`config.mk`:
```
export PLATFORM = sky130hd
export DESIGN_NAME = csif_regs
export DESIGN_NICKNAME = d
export VERILOG_FILES = /design/src/hdl/csif_regs.v
export VERILOG_INCLUDE_DIRS = /design/src /design/src/hdl
export SDC_FILE = /design/constraint.sdc
export NUM_CORES = 1
export LEC_CHECK = 0
export ABC_AREA = 1
export BUFFER_PORTS_ARGS = -buffer_cell sky130_fd_sc_hd__buf_2
export CAP_MARGIN = 15
export CELL_PAD_IN_SITES_DETAIL_PLACEMENT = 1
export CELL_PAD_IN_SITES_GLOBAL_PLACEMENT = 1
export CORE_UTILIZATION = 41
export DETAILED_ROUTE_END_ITERATION = 16
export PLACE_DENSITY_LB_ADDON = 0.1
export SYNTH_ARGS = -nofsm -noshare
export SYNTH_HDL_FRONTEND = slang
export SYNTH_SLANG_ARGS = --single-unit
```
`constraint.sdc`:
```
create_clock -name clk_i -period 6 [get_ports clk_i]
set_input_delay 0.3 -clock clk_i [delete_from_list [all_inputs] [get_ports clk_i]]
set_output_delay 0.3 -clock clk_i [all_outputs]
set_load 0.01 [all_outputs]
```
`src/hdl/csif_defines.vh`:
```
`ifndef CSIF_DEFINES_VH
`define CSIF_DEFINES_VH

// ----------------------------------------------------------------
// register word addresses
// ----------------------------------------------------------------
`define CSIF_ADDR_FILTCTL 3'h0
`define CSIF_ADDR_VECTOR 3'h1
`define CSIF_ADDR_FIFOCTL 3'h2
`define CSIF_ADDR_FIFOSTAT 3'h3
`define CSIF_ADDR_FLAGS 3'h4
`define CSIF_ADDR_ENABLES 3'h5

// ----------------------------------------------------------------
// field positions
// ----------------------------------------------------------------
`define CSIF_POS_HITNUM 8
`define CSIF_POS_SIZE 13
`define CSIF_POS_WRPTR 8
`define CSIF_POS_STATE 8
`define CSIF_BIT_IVR 7
`define CSIF_BIT_WAKE 6
`define CSIF_BIT_ERR 5
`define CSIF_BIT_FIFO 3
`define CSIF_BIT_RBOV 2
`define CSIF_BIT_RXB 1
`define CSIF_BIT_TB 0
`define CSIF_FLAG_MASK 8'hef

// ----------------------------------------------------------------
// codes, limits and reset values
// ----------------------------------------------------------------
`define CSIF_CODE_NONE 7'h40
`define CSIF_CODE_ERR 7'h41
`define CSIF_CODE_WAKE 7'h42
`define CSIF_CODE_OVF 7'h43
`define CSIF_CODE_FIFO 7'h44
`define CSIF_DNC_MAX 5'h11
`define CSIF_HITNUM_MAX 5'h0f
`define CSIF_SIZE_RSVD 3'h7
`define CSIF_RST_DNC 5'h00
`define CSIF_RST_HITNUM 5'h00
`define CSIF_RST_SIZE 3'h0
`define CSIF_RST_START 5'h00
`define CSIF_RST_PTR 6'h00
`define CSIF_RST_FLAGS 8'h00
`define CSIF_RST_EN 8'h00
`define CSIF_RST_STATE 6'h00

`endif

```
`src/hdl/csif_regs.v`:
```
// Summary of operation
// - count zero means no data byte compare
// - counts 1..17 extend compare, 18..31 invalid
// - read-only matched filter number, 0..15 only
// - non-buffer interrupt codes 0x40..0x44
// - buffer interrupt codes are buffer index 0..15
// - buffer-size code selects 4..32 DMA buffers
// - writable fifo start buffer, 0..31
// - read-only fifo write pointer, buffers 0..31
// - read-only fifo read pointer in low bits
// - bus-off and error-passive status bits 13..11
// - warning status bits 10..8, bit 8 either
// - error flag set on any error-state condition
// - invalid message flag, software clears only
// - wake-up flag set on bus activity
// - almost-full flag when fifo nearly full
// - overflow flag when target buffer occupied
// - rx and tx buffer flags on buffer events
// - unimplemented bits read zero, ignore writes
// - wake-up still flagged in disable mode
//
// Chosen here: the strobed register port and the placing of the registers.
module csif_regs #(
   parameter DATA_W = 16
) (
   input wire clk_i,
   input wire rst_i,
   input wire [2:0] addr_i,
   input wire [DATA_W-1:0] wr_data_i,
   input wire wr_i,
   input wire rd_i,
   output reg [DATA_W-1:0] rd_data_o,
   input wire can_rx_i,
   input wire disable_mode_i,
   input wire [4:0] data_byte_compare_count_i,
   input wire filter_hit_valid_i,
   input wire [4:0] filter_hit_i,
   input wire tx_buf_event_i,
   input wire [2:0] tx_buf_index_i,
   input wire rx_buf_event_i,
   input wire [3:0] rx_buf_index_i,
   input wire invalid_msg_i,
   input wire rx_overflow_i,
   input wire fifo_store_i,
   input wire fifo_read_i,
   input wire tx_bus_off_i,
   input wire tx_err_passive_i,
   input wire rx_err_passive_i,
   input wire tx_warn_i,
   input wire rx_warn_i,
   output reg irq_o,
   output reg data_compare_en_o,
   output reg [4:0] data_compare_bits_o,
   output reg dnc_invalid_o,
   output reg [5:0] dma_buffer_count_o,
   output reg [4:0] fifo_start_buffer_o,
   output reg [5:0] fifo_write_pointer_o,
   output reg fifo_store_ok_o
);

`include "csif_defines.vh"

   // ----------------------------------------------------------------
   // state
   // ----------------------------------------------------------------
   reg [4:0] dnc_r;
   reg [4:0] matched_filter_number_r;
   reg [6:0] pending_source_code_r;
   reg [6:0] pending_source_code_nxt;
   reg [2:0] dma_buffer_count_select_r;
   reg [4:0] fifo_start_buffer_r;
   reg [5:0] fifo_write_pointer_r;
   reg [5:0] fifo_read_pointer_r;
   reg [5:0] fifo_occ_r;
   reg [5:0] state_r;
   reg [5:0] state_prev_r;
   reg [7:0] flags_r;
   reg [7:0] flags_nxt;
   reg [7:0] en_r;
   reg [15:0] buf_pend_r;
   reg [15:0] buf_pend_nxt;
   reg rx_meta_r;
   reg rx_sync_r;
   reg rx_prev_r;
   reg [5:0] dma_count;
   reg [5:0] fifo_last;
   reg [5:0] fifo_cap;
   reg [DATA_W-1:0] rd_mux;
   integer i;

   wire fifo_usable = ({1'b0, fifo_start_buffer_r} <= fifo_last);
   wire fifo_full = (fifo_occ_r >= fifo_cap);
   wire store_ok = fifo_store_i & fifo_usable & ~fifo_full & ~disable_mode_i;
   wire store_bad = fifo_store_i & ~store_ok & ~disable_mode_i;
   wire read_ok = fifo_read_i & (fifo_occ_r != 6'h00);
   wire wr_flags = wr_i & (addr_i == `CSIF_ADDR_FLAGS);
   wire wr_fifoctl = wr_i & (addr_i == `CSIF_ADDR_FIFOCTL);
   wire [5:0] state_now = {tx_bus_off_i, tx_err_passive_i, rx_err_passive_i,
                           tx_warn_i, rx_warn_i, tx_warn_i | rx_warn_i};
   wire wake_evt = rx_prev_r & ~rx_sync_r;
   wire live = ~disable_mode_i;

   // ----------------------------------------------------------------
   // decodes of buffer geometry
   // ----------------------------------------------------------------
   // buffer count decode
   always @* begin
      case (dma_buffer_count_select_r)
         3'h0: dma_count = 6'd4;
         3'h1: dma_count = 6'd6;
         3'h2: dma_count = 6'd8;
         3'h3: dma_count = 6'd12;
         3'h4: dma_count = 6'd16;
         3'h5: dma_count = 6'd24;
         3'h6: dma_count = 6'd32;
         default: dma_count = 6'd4;
      endcase
      fifo_last = dma_count - 6'd1;
      // a start beyond the last buffer leaves no fifo at all
      if (fifo_usable) begin
         fifo_cap = fifo_last - {1'b0, fifo_start_buffer_r} + 6'd1;
      end else begin
         fifo_cap = 6'd0;
      end
   end

   // ----------------------------------------------------------------
   // bus activity synchroniser
   // ----------------------------------------------------------------
   // the rx pin is asynchronous; only rx_sync_r and its delayed copy rx_prev_r feed logic
   always @(posedge clk_i) begin
      if (rst_i) begin
         rx_meta_r <= 1'b1;
         rx_sync_r <= 1'b1;
         rx_prev_r <= 1'b1;
      end else begin
         rx_meta_r <= can_rx_i;
         rx_sync_r <= rx_meta_r;
         rx_prev_r <= rx_sync_r;
      end
   end

   // ----------------------------------------------------------------
   // flag set and clear
   // ----------------------------------------------------------------
   // set wins over a software clear in the same cycle
   always @* begin
      flags_nxt = flags_r;
      if (wr_flags) begin
         flags_nxt = flags_r & wr_data_i[7:0];
      end
      if (wake_evt) begin
         flags_nxt[`CSIF_BIT_WAKE] = 1'b1;
      end
      // other sources frozen while disabled, pending flags kept
      if (live) begin
         if (invalid_msg_i) begin
            flags_nxt[`CSIF_BIT_IVR] = 1'b1;
         end
         if (|(state_now & ~state_prev_r)) begin
            flags_nxt[`CSIF_BIT_ERR] = 1'b1;
         end
         if (store_ok && (fifo_occ_r + 6'd2 >= fifo_cap)) begin
            flags_nxt[`CSIF_BIT_FIFO] = 1'b1;
         end
         if (rx_overflow_i || store_bad) begin
            flags_nxt[`CSIF_BIT_RBOV] = 1'b1;
         end
         if (rx_buf_event_i) begin
            flags_nxt[`CSIF_BIT_RXB] = 1'b1;
         end
         if (tx_buf_event_i) begin
            flags_nxt[`CSIF_BIT_TB] = 1'b1;
         end
      end
      // bit 4 never holds a value
      flags_nxt = flags_nxt & `CSIF_FLAG_MASK;
   end

   // ----------------------------------------------------------------
   // per-buffer pending bits behind the code
   // ----------------------------------------------------------------
   // cleared together with the rx or tx summary flag
   always @* begin
      buf_pend_nxt = buf_pend_r;
      if (wr_flags && !wr_data_i[`CSIF_BIT_TB]) begin
         buf_pend_nxt[7:0] = 8'h00;
      end
      if (wr_flags && !wr_data_i[`CSIF_BIT_RXB]) begin
         buf_pend_nxt[15:0] = buf_pend_nxt[15:0] & {8'h00, 8'hff};
         buf_pend_nxt[7:0] = wr_data_i[`CSIF_BIT_TB] ? buf_pend_nxt[7:0] : 8'h00;
      end
      if (live && tx_buf_event_i) begin
         buf_pend_nxt[{1'b0, tx_buf_index_i}] = 1'b1;
      end
      if (live && rx_buf_event_i) begin
         buf_pend_nxt[rx_buf_index_i] = 1'b1;
      end
   end

   // ----------------------------------------------------------------
   // interrupt code priority
   // ----------------------------------------------------------------
   // error, wake, overflow, fifo, then lowest buffer
   always @* begin
      pending_source_code_nxt = `CSIF_CODE_NONE;
      for (i = 15; i >= 0; i = i - 1) begin
         if (buf_pend_r[i]) begin
            pending_source_code_nxt = i[6:0];
         end
      end
      if (flags_r[`CSIF_BIT_FIFO]) begin
         pending_source_code_nxt = `CSIF_CODE_FIFO;
      end
      if (flags_r[`CSIF_BIT_RBOV]) begin
         pending_source_code_nxt = `CSIF_CODE_OVF;
      end
      if (flags_r[`CSIF_BIT_WAKE]) begin
         pending_source_code_nxt = `CSIF_CODE_WAKE;
      end
      if (flags_r[`CSIF_BIT_ERR]) begin
         pending_source_code_nxt = `CSIF_CODE_ERR;
      end
   end

   // ----------------------------------------------------------------
   // registers
   // ----------------------------------------------------------------
   always @(posedge clk_i) begin
      if (rst_i) begin
         dnc_r <= `CSIF_RST_DNC;
         matched_filter_number_r <= `CSIF_RST_HITNUM;
         pending_source_code_r <= `CSIF_CODE_NONE;
         dma_buffer_count_select_r <= `CSIF_RST_SIZE;
         fifo_start_buffer_r <= `CSIF_RST_START;
         fifo_write_pointer_r <= `CSIF_RST_PTR;
         fifo_read_pointer_r <= `CSIF_RST_PTR;
         fifo_occ_r <= `CSIF_RST_PTR;
         state_r <= `CSIF_RST_STATE;
         state_prev_r <= `CSIF_RST_STATE;
         flags_r <= `CSIF_RST_FLAGS;
         en_r <= `CSIF_RST_EN;
         buf_pend_r <= 16'h0000;
      end else begin
         dnc_r <= data_byte_compare_count_i;
         // reserved hit numbers are not latched
         if (filter_hit_valid_i && filter_hit_i <= `CSIF_HITNUM_MAX) begin
            matched_filter_number_r <= filter_hit_i;
         end
         pending_source_code_r <= pending_source_code_nxt;
         // warnings, bit 8 is either side
         state_r <= state_now;
         state_prev_r <= state_now;
         flags_r <= flags_nxt;
         buf_pend_r <= buf_pend_nxt;
         if (wr_i && addr_i == `CSIF_ADDR_ENABLES) begin
            en_r <= wr_data_i[7:0] & `CSIF_FLAG_MASK;
         end
         if (wr_fifoctl && wr_data_i[15:13] != `CSIF_SIZE_RSVD) begin
            dma_buffer_count_select_r <= wr_data_i[15:13];
         end
         if (wr_fifoctl) begin
            fifo_start_buffer_r <= wr_data_i[4:0];
            fifo_write_pointer_r <= {1'b0, wr_data_i[4:0]};
            fifo_read_pointer_r <= {1'b0, wr_data_i[4:0]};
            fifo_occ_r <= 6'h00;
         end else begin
            if (store_ok) begin
               if (fifo_write_pointer_r == fifo_last) begin
                  fifo_write_pointer_r <= {1'b0, fifo_start_buffer_r};
               end else begin
                  fifo_write_pointer_r <= fifo_write_pointer_r + 6'd1;
               end
            end
            if (read_ok) begin
               if (fifo_read_pointer_r == fifo_last) begin
                  fifo_read_pointer_r <= {1'b0, fifo_start_buffer_r};
               end else begin
                  fifo_read_pointer_r <= fifo_read_pointer_r + 6'd1;
               end
            end
            if (store_ok && !read_ok) begin
               fifo_occ_r <= fifo_occ_r + 6'd1;
            end else if (!store_ok && read_ok) begin
               fifo_occ_r <= fifo_occ_r - 6'd1;
            end
         end
      end
   end

   // ----------------------------------------------------------------
   // filter compare and engine-facing outputs
   // ----------------------------------------------------------------
   always @(posedge clk_i) begin
      if (rst_i) begin
         data_compare_en_o <= 1'b0;
         data_compare_bits_o <= 5'h00;
         dnc_invalid_o <= 1'b0;
         dma_buffer_count_o <= 6'd4;
         fifo_start_buffer_o <= `CSIF_RST_START;
         fifo_write_pointer_o <= `CSIF_RST_PTR;
         fifo_store_ok_o <= 1'b0;
         irq_o <= 1'b0;
      end else begin
         data_compare_en_o <= (dnc_r != 5'h00) && (dnc_r <= `CSIF_DNC_MAX);
         data_compare_bits_o <= (dnc_r <= `CSIF_DNC_MAX) ? dnc_r : 5'h00;
         dnc_invalid_o <= (dnc_r > `CSIF_DNC_MAX);
         dma_buffer_count_o <= dma_count;
         fifo_start_buffer_o <= fifo_start_buffer_r;
         fifo_write_pointer_o <= fifo_write_pointer_r;
         fifo_store_ok_o <= store_ok;
         irq_o <= |(flags_r & en_r);
      end
   end

   // ----------------------------------------------------------------
   // register read
   // ----------------------------------------------------------------
   // unused positions are zero in every word
   always @* begin
      rd_mux = {DATA_W{1'b0}};
      case (addr_i)
         `CSIF_ADDR_FILTCTL: rd_mux[4:0] = dnc_r;
         `CSIF_ADDR_VECTOR: begin
            rd_mux[12:8] = matched_filter_number_r;
            rd_mux[6:0] = pending_source_code_r;
         end
         `CSIF_ADDR_FIFOCTL: begin
            rd_mux[15:13] = dma_buffer_count_select_r;
            rd_mux[4:0] = fifo_start_buffer_r;
         end
         `CSIF_ADDR_FIFOSTAT: begin
            rd_mux[13:8] = fifo_write_pointer_r;
            rd_mux[5:0] = fifo_read_pointer_r;
         end
         `CSIF_ADDR_FLAGS: begin
            rd_mux[13:8] = state_r;
            rd_mux[7:0] = flags_r;
         end
         `CSIF_ADDR_ENABLES: rd_mux[7:0] = en_r;
         default: rd_mux = {DATA_W{1'b0}};
      endcase
   end

   // data valid only in the cycle after the strobe
   always @(posedge clk_i) begin
      if (rst_i) begin
         rd_data_o <= {DATA_W{1'b0}};
      end else if (rd_i) begin
         rd_data_o <= rd_mux;
      end else begin
         rd_data_o <= {DATA_W{1'b0}};
      end
   end

endmodule

```
==> results of run 1 <==
==> where the power goes <==
part           switching, mW  leakage [nW]  internal [mW]
Clock                  0.396         0.293          0.666
Sequential            0.0589         0.987          0.862
Combinational          0.413          1.91          0.270
Total                  0.868          3.19           1.80
==> metal layers <==
metal  up-vias  track usage, %  wire length [microns]
met4         0            11.8                    452
met3        36            5.17                    605
met2       129            43.2                   8680
met1      2660            29.6                   7800
met5         -               0                      0
li1       2742               -                      -
==> cells by family after synthesis <==
kind of cell	Yosys count	synth area share, %
buffers and inverters	134	8.75
xor gates and xnor gates	18	2.84
and+or+nand+nor	294	21.9
other	1	0.0646
adders and majority gates	35	7.93
muxes	1	0.172
AOI/OAI and AO/OA	166	16.7
DFF	121	41.7
==> cell type report <==
cell class / count / share of cell area, %
repair buffers: 93 / 6.70
clock inverters: 14 / 2.42
flip-flops and latches: 121 / 34.2
well taps: 180 / 3.17
clock buffers: 18 / 6.19
inverters: 118 / 6.28
multi-input cells: 515 / 41.1
==> metrics by stage <==
step / hold slack (ns) / cell area (sq um) / power [mW]
after floorplan: 0.389 / 5810 / 1.39
after global placement: 0.392 / 6440 / 1.54
after detailed placement: 0.399 / 6440 / 1.59
after CTS: 0.0567 / 7060 / 2.66
after global routing: 0.0567 / 7100 / 2.81
final: 0.0658 / 7100 / 2.67
==> cell usage after synthesis, drive strengths merged (10+ instances only) <==
master  instances  area [sq um]
dfxtp         121          2420
nand3          37           190
clkbuf         14          52.6
xor2           15           139
nand4          10          62.6
a21oi          61           305
o21ai          45           233
ha             32           400
nor3           12          65.1
nor2           98           383
nand2         122           470
o22ai          14          87.6
a31oi          15          93.8
inv           117           439
==> flip-flops by register name (all words and copies together), names as in the netlist, 6 cells and up <==
register	count
rd_data_o	16
fifo_occ_r	6
flags_r	7
en_r	7
fifo_read_pointer_r	6
fifo_write_pointer_o	6
buf_pend_r	16
fifo_write_pointer_r	6
state_prev_r	6
==> worst max-delay path by stage <==
| stage | from | slack, ns | to |
|---|---|---|---|
| 2_1_floorplan | dma_buffer_count_select_r[1] | 0.87 | fifo_occ_r[5] |
| 3_3_place_gp | dma_buffer_count_select_r[1] | 0.57 | fifo_occ_r[5] |
| 3_5_place_dp | dma_buffer_count_select_r[1] | 0.04 | fifo_occ_r[5] |
| 4_1_cts | dma_buffer_count_select_r[1] | 0.02 | fifo_occ_r[5] |
| 5_1_grt | dma_buffer_count_select_r[2] | -0.04 | fifo_occ_r[5] |
| 6_report | dma_buffer_count_select_r[2] | 0.38 | fifo_occ_r[5] |
==> placed cells by master (no fill, tap or decap), drive strengths merged, types with 10 or more instances in the layout <==
| cell type | netlist | layout |
|---|---|---|
| nand2 | 122 | 122 |
| dfxtp | 121 | 121 |
| inv | 117 | 120 |
| nor2 | 98 | 98 |
| buf | 2 | 93 |
| a21oi | 61 | 61 |
| o21ai | 45 | 45 |
| nand3 | 37 | 37 |
| ha | 32 | 32 |
| clkbuf | 14 | 18 |
| xor2 | 15 | 15 |
| a31oi | 15 | 15 |
| o22ai | 14 | 14 |
| nor3 | 12 | 12 |
| nand4 | 10 | 10 |
==> timing repair <==
action                                  in CTS  in global routing
hold endpoints to repair                     0                  0
pin swaps                                    0                  1
endpoints found under the setup margin       1                  2
resized for setup                            2                  9
==> critical path, delay by kind of cell, from the launching register on <==
kind	cells	cell delay, ns
simple gates	13	1.35
xor+xnor	2	0.34
flops	1	0.45
buf+inv	3	0.32
compound gates	9	1.18
fa+ha+maj	6	1.83
==> run metrics, run 1 <==
Max-Cap Viols=0; Syn. warnings=0; Layout area overhead=22.2%; hold wc startpoint=can_rx_i; Layout Utilization=51.3%; GRT Residual Overflow=0; layout cells sized above 1=18.1%; TritonCTS buffer count=17; first-pass GRT wire length=28.2 mm; r2r setup slk=0.38 ns; H-tree depth=4; initial antenna violation count=0; P_leak=3.19 nW; Post-Syn Instances=770; end of the worst hold path=rx_meta_r; pwr/cell area=376 nW/um^2; RR Startpoint=dma_buffer_count_select_r[2]; Hold Path Class=input pin to flop; CP Class=flop to flop; number of antenna diodes=0; setup_tns=0 ns; Die H=121 microns; setup repair bufs after CTS=0; Filler cells=1744; sequential cell area=2420 sq um; hold depth=2; number of global-route vias before repair=5817; First-pass DRT Iterations=5; clk_lat worst skew=0.42 ns; Critical Path RT=6.31 ns; number of flops mapped to enable cells by yosys=0; Routed WL=17.5 mm; Slew @ Worst Pin=0.740 ns; Antenna Violating Nets Remaining=0; DPL Wire Length=13.2 mm; CP Launch Type=flop; Placed Instances=1027; Final Hold Vio Count=0; post-synth cell types=50; CTS tree=done; number of synthesized register bits=121; Tcrit/Tclk final=93.7%; Die ar.=14600 sq um; CTS Buffer Depth=2; final setup margin=0.380 ns; syn_area_per_cell=7.54 sq um; clock sink count=121; Post-Syn Area=5810 sq um; CP dominant cell by count=ha_1; reg-to-reg endpoint=fifo_occ_r[5]; I/O pin cnt=96; core footprint=13800 sq um; crit path time final=5.62 ns; Non-Filler Instances=1059; root buffer cell=clkbuf_16; CP peak stage delay=0.45 ns; maximum fanout along the worst path=7; Starting DRT DRC Count=277; Reg clk slew, reported paths=0.06 ns; Final setup viols=0; status=completed; post-synthesis sequential area ratio=41.7%; gpl congestion=0.879; Max Freq=178 MHz; area of the multi-input gates=2920 sq um; endpoint class of the critical path=flop; FF-to-FF path depth=33; Clock Skews=0.00849 ns; relative slew slack=50.6%; Residual DRC=0; GRT Total Usage=25.1%; VDD IR max=0.228 mV; Synthesized Nets=859; nets=955; Hold-fix buffers, CTS=0; worst slack, placed=0.0367 ns; largest net degree at the start of global routing=38; Via-to-Cell Ratio=5.26; port bufs=89; num rows=43; via count=5567; WL per Instance=16.6 microns; Die X-Extent=121 microns; WP data arrival=5.93 ns; Top FF cell, synth=dfxtp_1; ys async rst share=0%; Initial Util=42.0%; fin. max-slew vios=0; Crit-path slowest cell=dfxtp_1
No activity file was read; power rests on OpenSTA's default activity.
==> run 2: changes to the inputs <==
--- a/config.mk
+++ b/config.mk
@@ -13,6 +13,7 @@
 export CELL_PAD_IN_SITES_GLOBAL_PLACEMENT = 1
 export CORE_UTILIZATION = 41
 export DETAILED_ROUTE_END_ITERATION = 16
+export MAX_ROUTING_LAYER = met4
 export PLACE_DENSITY_LB_ADDON = 0.1
 export SYNTH_ARGS = -nofsm -noshare
 export SYNTH_HDL_FRONTEND = slang
==> run 2 against run 1 <==
Against the previous run: non-clock buffer count is the same; largest power group unchanged; largest cell class unchanged; final area is the same; hold slack is essentially flat; sequential share of layout area is the same.
==> run metrics, run 2 (synthesis gave the netlist of run 1 again) <==
Tcrit/Tclk final=93.8%; Via-to-Cell Ratio=5.24; reg-to-reg endpoint=fifo_occ_r[5]; WP data arrival=5.94 ns; number of antenna diodes=0; Crit. Startpoint=dma_buffer_count_select_r[2]; pwr/cell area=375 nW/um^2; CP dominant cell by count=ha_1; status=completed; Die H=121 microns; Layout Utilization=51.3%; worst slack, placed=0.0367 ns; port bufs=89; DPL Wire Length=13.2 mm; post-route cell area=7100 sq um; Routed WL=17.6 mm; Min Hold Slack=0.0655 ns; fin. max-slew vios=0; Starting DRT DRC Count=277; RR Startpoint=dma_buffer_count_select_r[2]; core footprint=13800 sq um; Placed Instances=1027; FF-to-FF path depth=33; critical path endpoint=fifo_occ_r[5]; First-pass DRT Iterations=5; CP Launch Type=flop; Filler cells=1744; Final setup viols=0; CTS Buffer Depth=2; number of global-route vias before repair=5823; setup_tns=0 ns; cell depth of the worst setup path=33; largest net degree at the start of global routing=38; I/O pin cnt=96; r2r setup slk=0.37 ns; Die ar.=14600 sq um; via count=5550; total power=2.66 mW; Reg clk slew, reported paths=0.06 ns; GRT Residual Overflow=0; clock sink count=121; relative slew slack=50.9%; endpoint class of the critical path=flop; layout cells sized above 1=18.1%; nets=955; most frequent cells in the layout=120 x dfxtp_1, 119 x nand2_1, 109 x inv_1; Cell Area, Placed=6440 sq um; Non-Filler Instances=1059; initial antenna violation count=0; biggest regs=buf_pend_r: 16 flops, rd_data_o: 16 flops; root buffer cell=clkbuf_16; Residual DRC=0; VDD IR max=0.228 mV; Initial Util=42.0%; delay-heaviest family, CP=adder cells; Layout area overhead=22.2%; final setup margin=0.370 ns; clk_lat worst skew=0.42 ns; Final Hold Vio Count=0; WP buf/inv=3; Hold Path Class=input pin to flop; TritonCTS buffer count=17; H-tree depth=4; Crit-path slowest cell=dfxtp_1; Hold-fix buffers, CTS=0; commonest non-fill, non-tap cell in the layout=dfxtp_1; gpl congestion=0.894; num rows=43; Die X-Extent=121 microns; Clock Skews=0.00704 ns; Antenna Violating Nets Remaining=0; CTS tree=done; Slew @ Worst Pin=0.730 ns; Max Freq=178 MHz; GRT Total Usage=25.8%; CP Class=flop to flop; WL per Instance=16.6 microns; CP peak stage delay=0.45 ns; first-pass GRT wire length=28.1 mm; crit path time final=5.63 ns; maximum fanout along the worst path=7; P_leak=3.19 nW; Critical Path RT=6.31 ns; Max-Cap Viols=0
## run 2: cell counts in the layout (fill, tap and decap cells not counted)
Identical to the previous run, type by type.
## run 2: worst min-delay path by stage
stage                    from         to  slack, ns  cells past startpoint
finish               can_rx_i  rx_meta_r       0.07                      2
global route         can_rx_i  rx_meta_r       0.06                      2
CTS                  can_rx_i  rx_meta_r       0.06                      2
detailed placement  rx_meta_r  rx_sync_r       0.40                      1
global placement    rx_meta_r  rx_sync_r       0.39                      1
floorplan           rx_meta_r  rx_sync_r       0.39                      1
## run 2: area by class of cell
type                            count  area, sq um  area share (%)
Multi-Input combinational cell    515         2920            41.1
Sequential cell                   121         2420            34.2
Timing Repair Buffer               93          475            6.70
Inverter                          118          445            6.28
Clock buffer                       18          439            6.19
Tap cell                          180          225            3.17
Clock inverter                     14          171            2.42
## run 2: metal layers
| metal | wire (microns) | vias to the layer above | part of all wire, % | global-route usage, % |
|---|---|---|---|---|
| met3 | 700 | 47 | 4.0 | 5.17 |
| met4 | 514 | 0 | 2.9 | 11.8 |
| met5 | 0 | - | 0 | - |
| met2 | 8620 | 129 | 49 | 43.2 |
| li1 | - | 2742 | - | - |
| met1 | 7720 | 2632 | 44 | 29.6 |
## run 2: what timing repair did
item | in CTS | in global routing
endpoints found under the setup margin | 1 | 2
setup buffers | 0 | 0
cloned | 0 | 0
resized for setup | 2 | 9
pin swaps | 0 | 1
## run 2: report_power, final
group          total, mW  switching, mW  internal [mW]  leakage (nW)
Combinational      0.682          0.412          0.269          1.91
Sequential         0.921         0.0589          0.862         0.987
Clock               1.06          0.395          0.666         0.293
Total               2.66          0.866           1.80          3.19
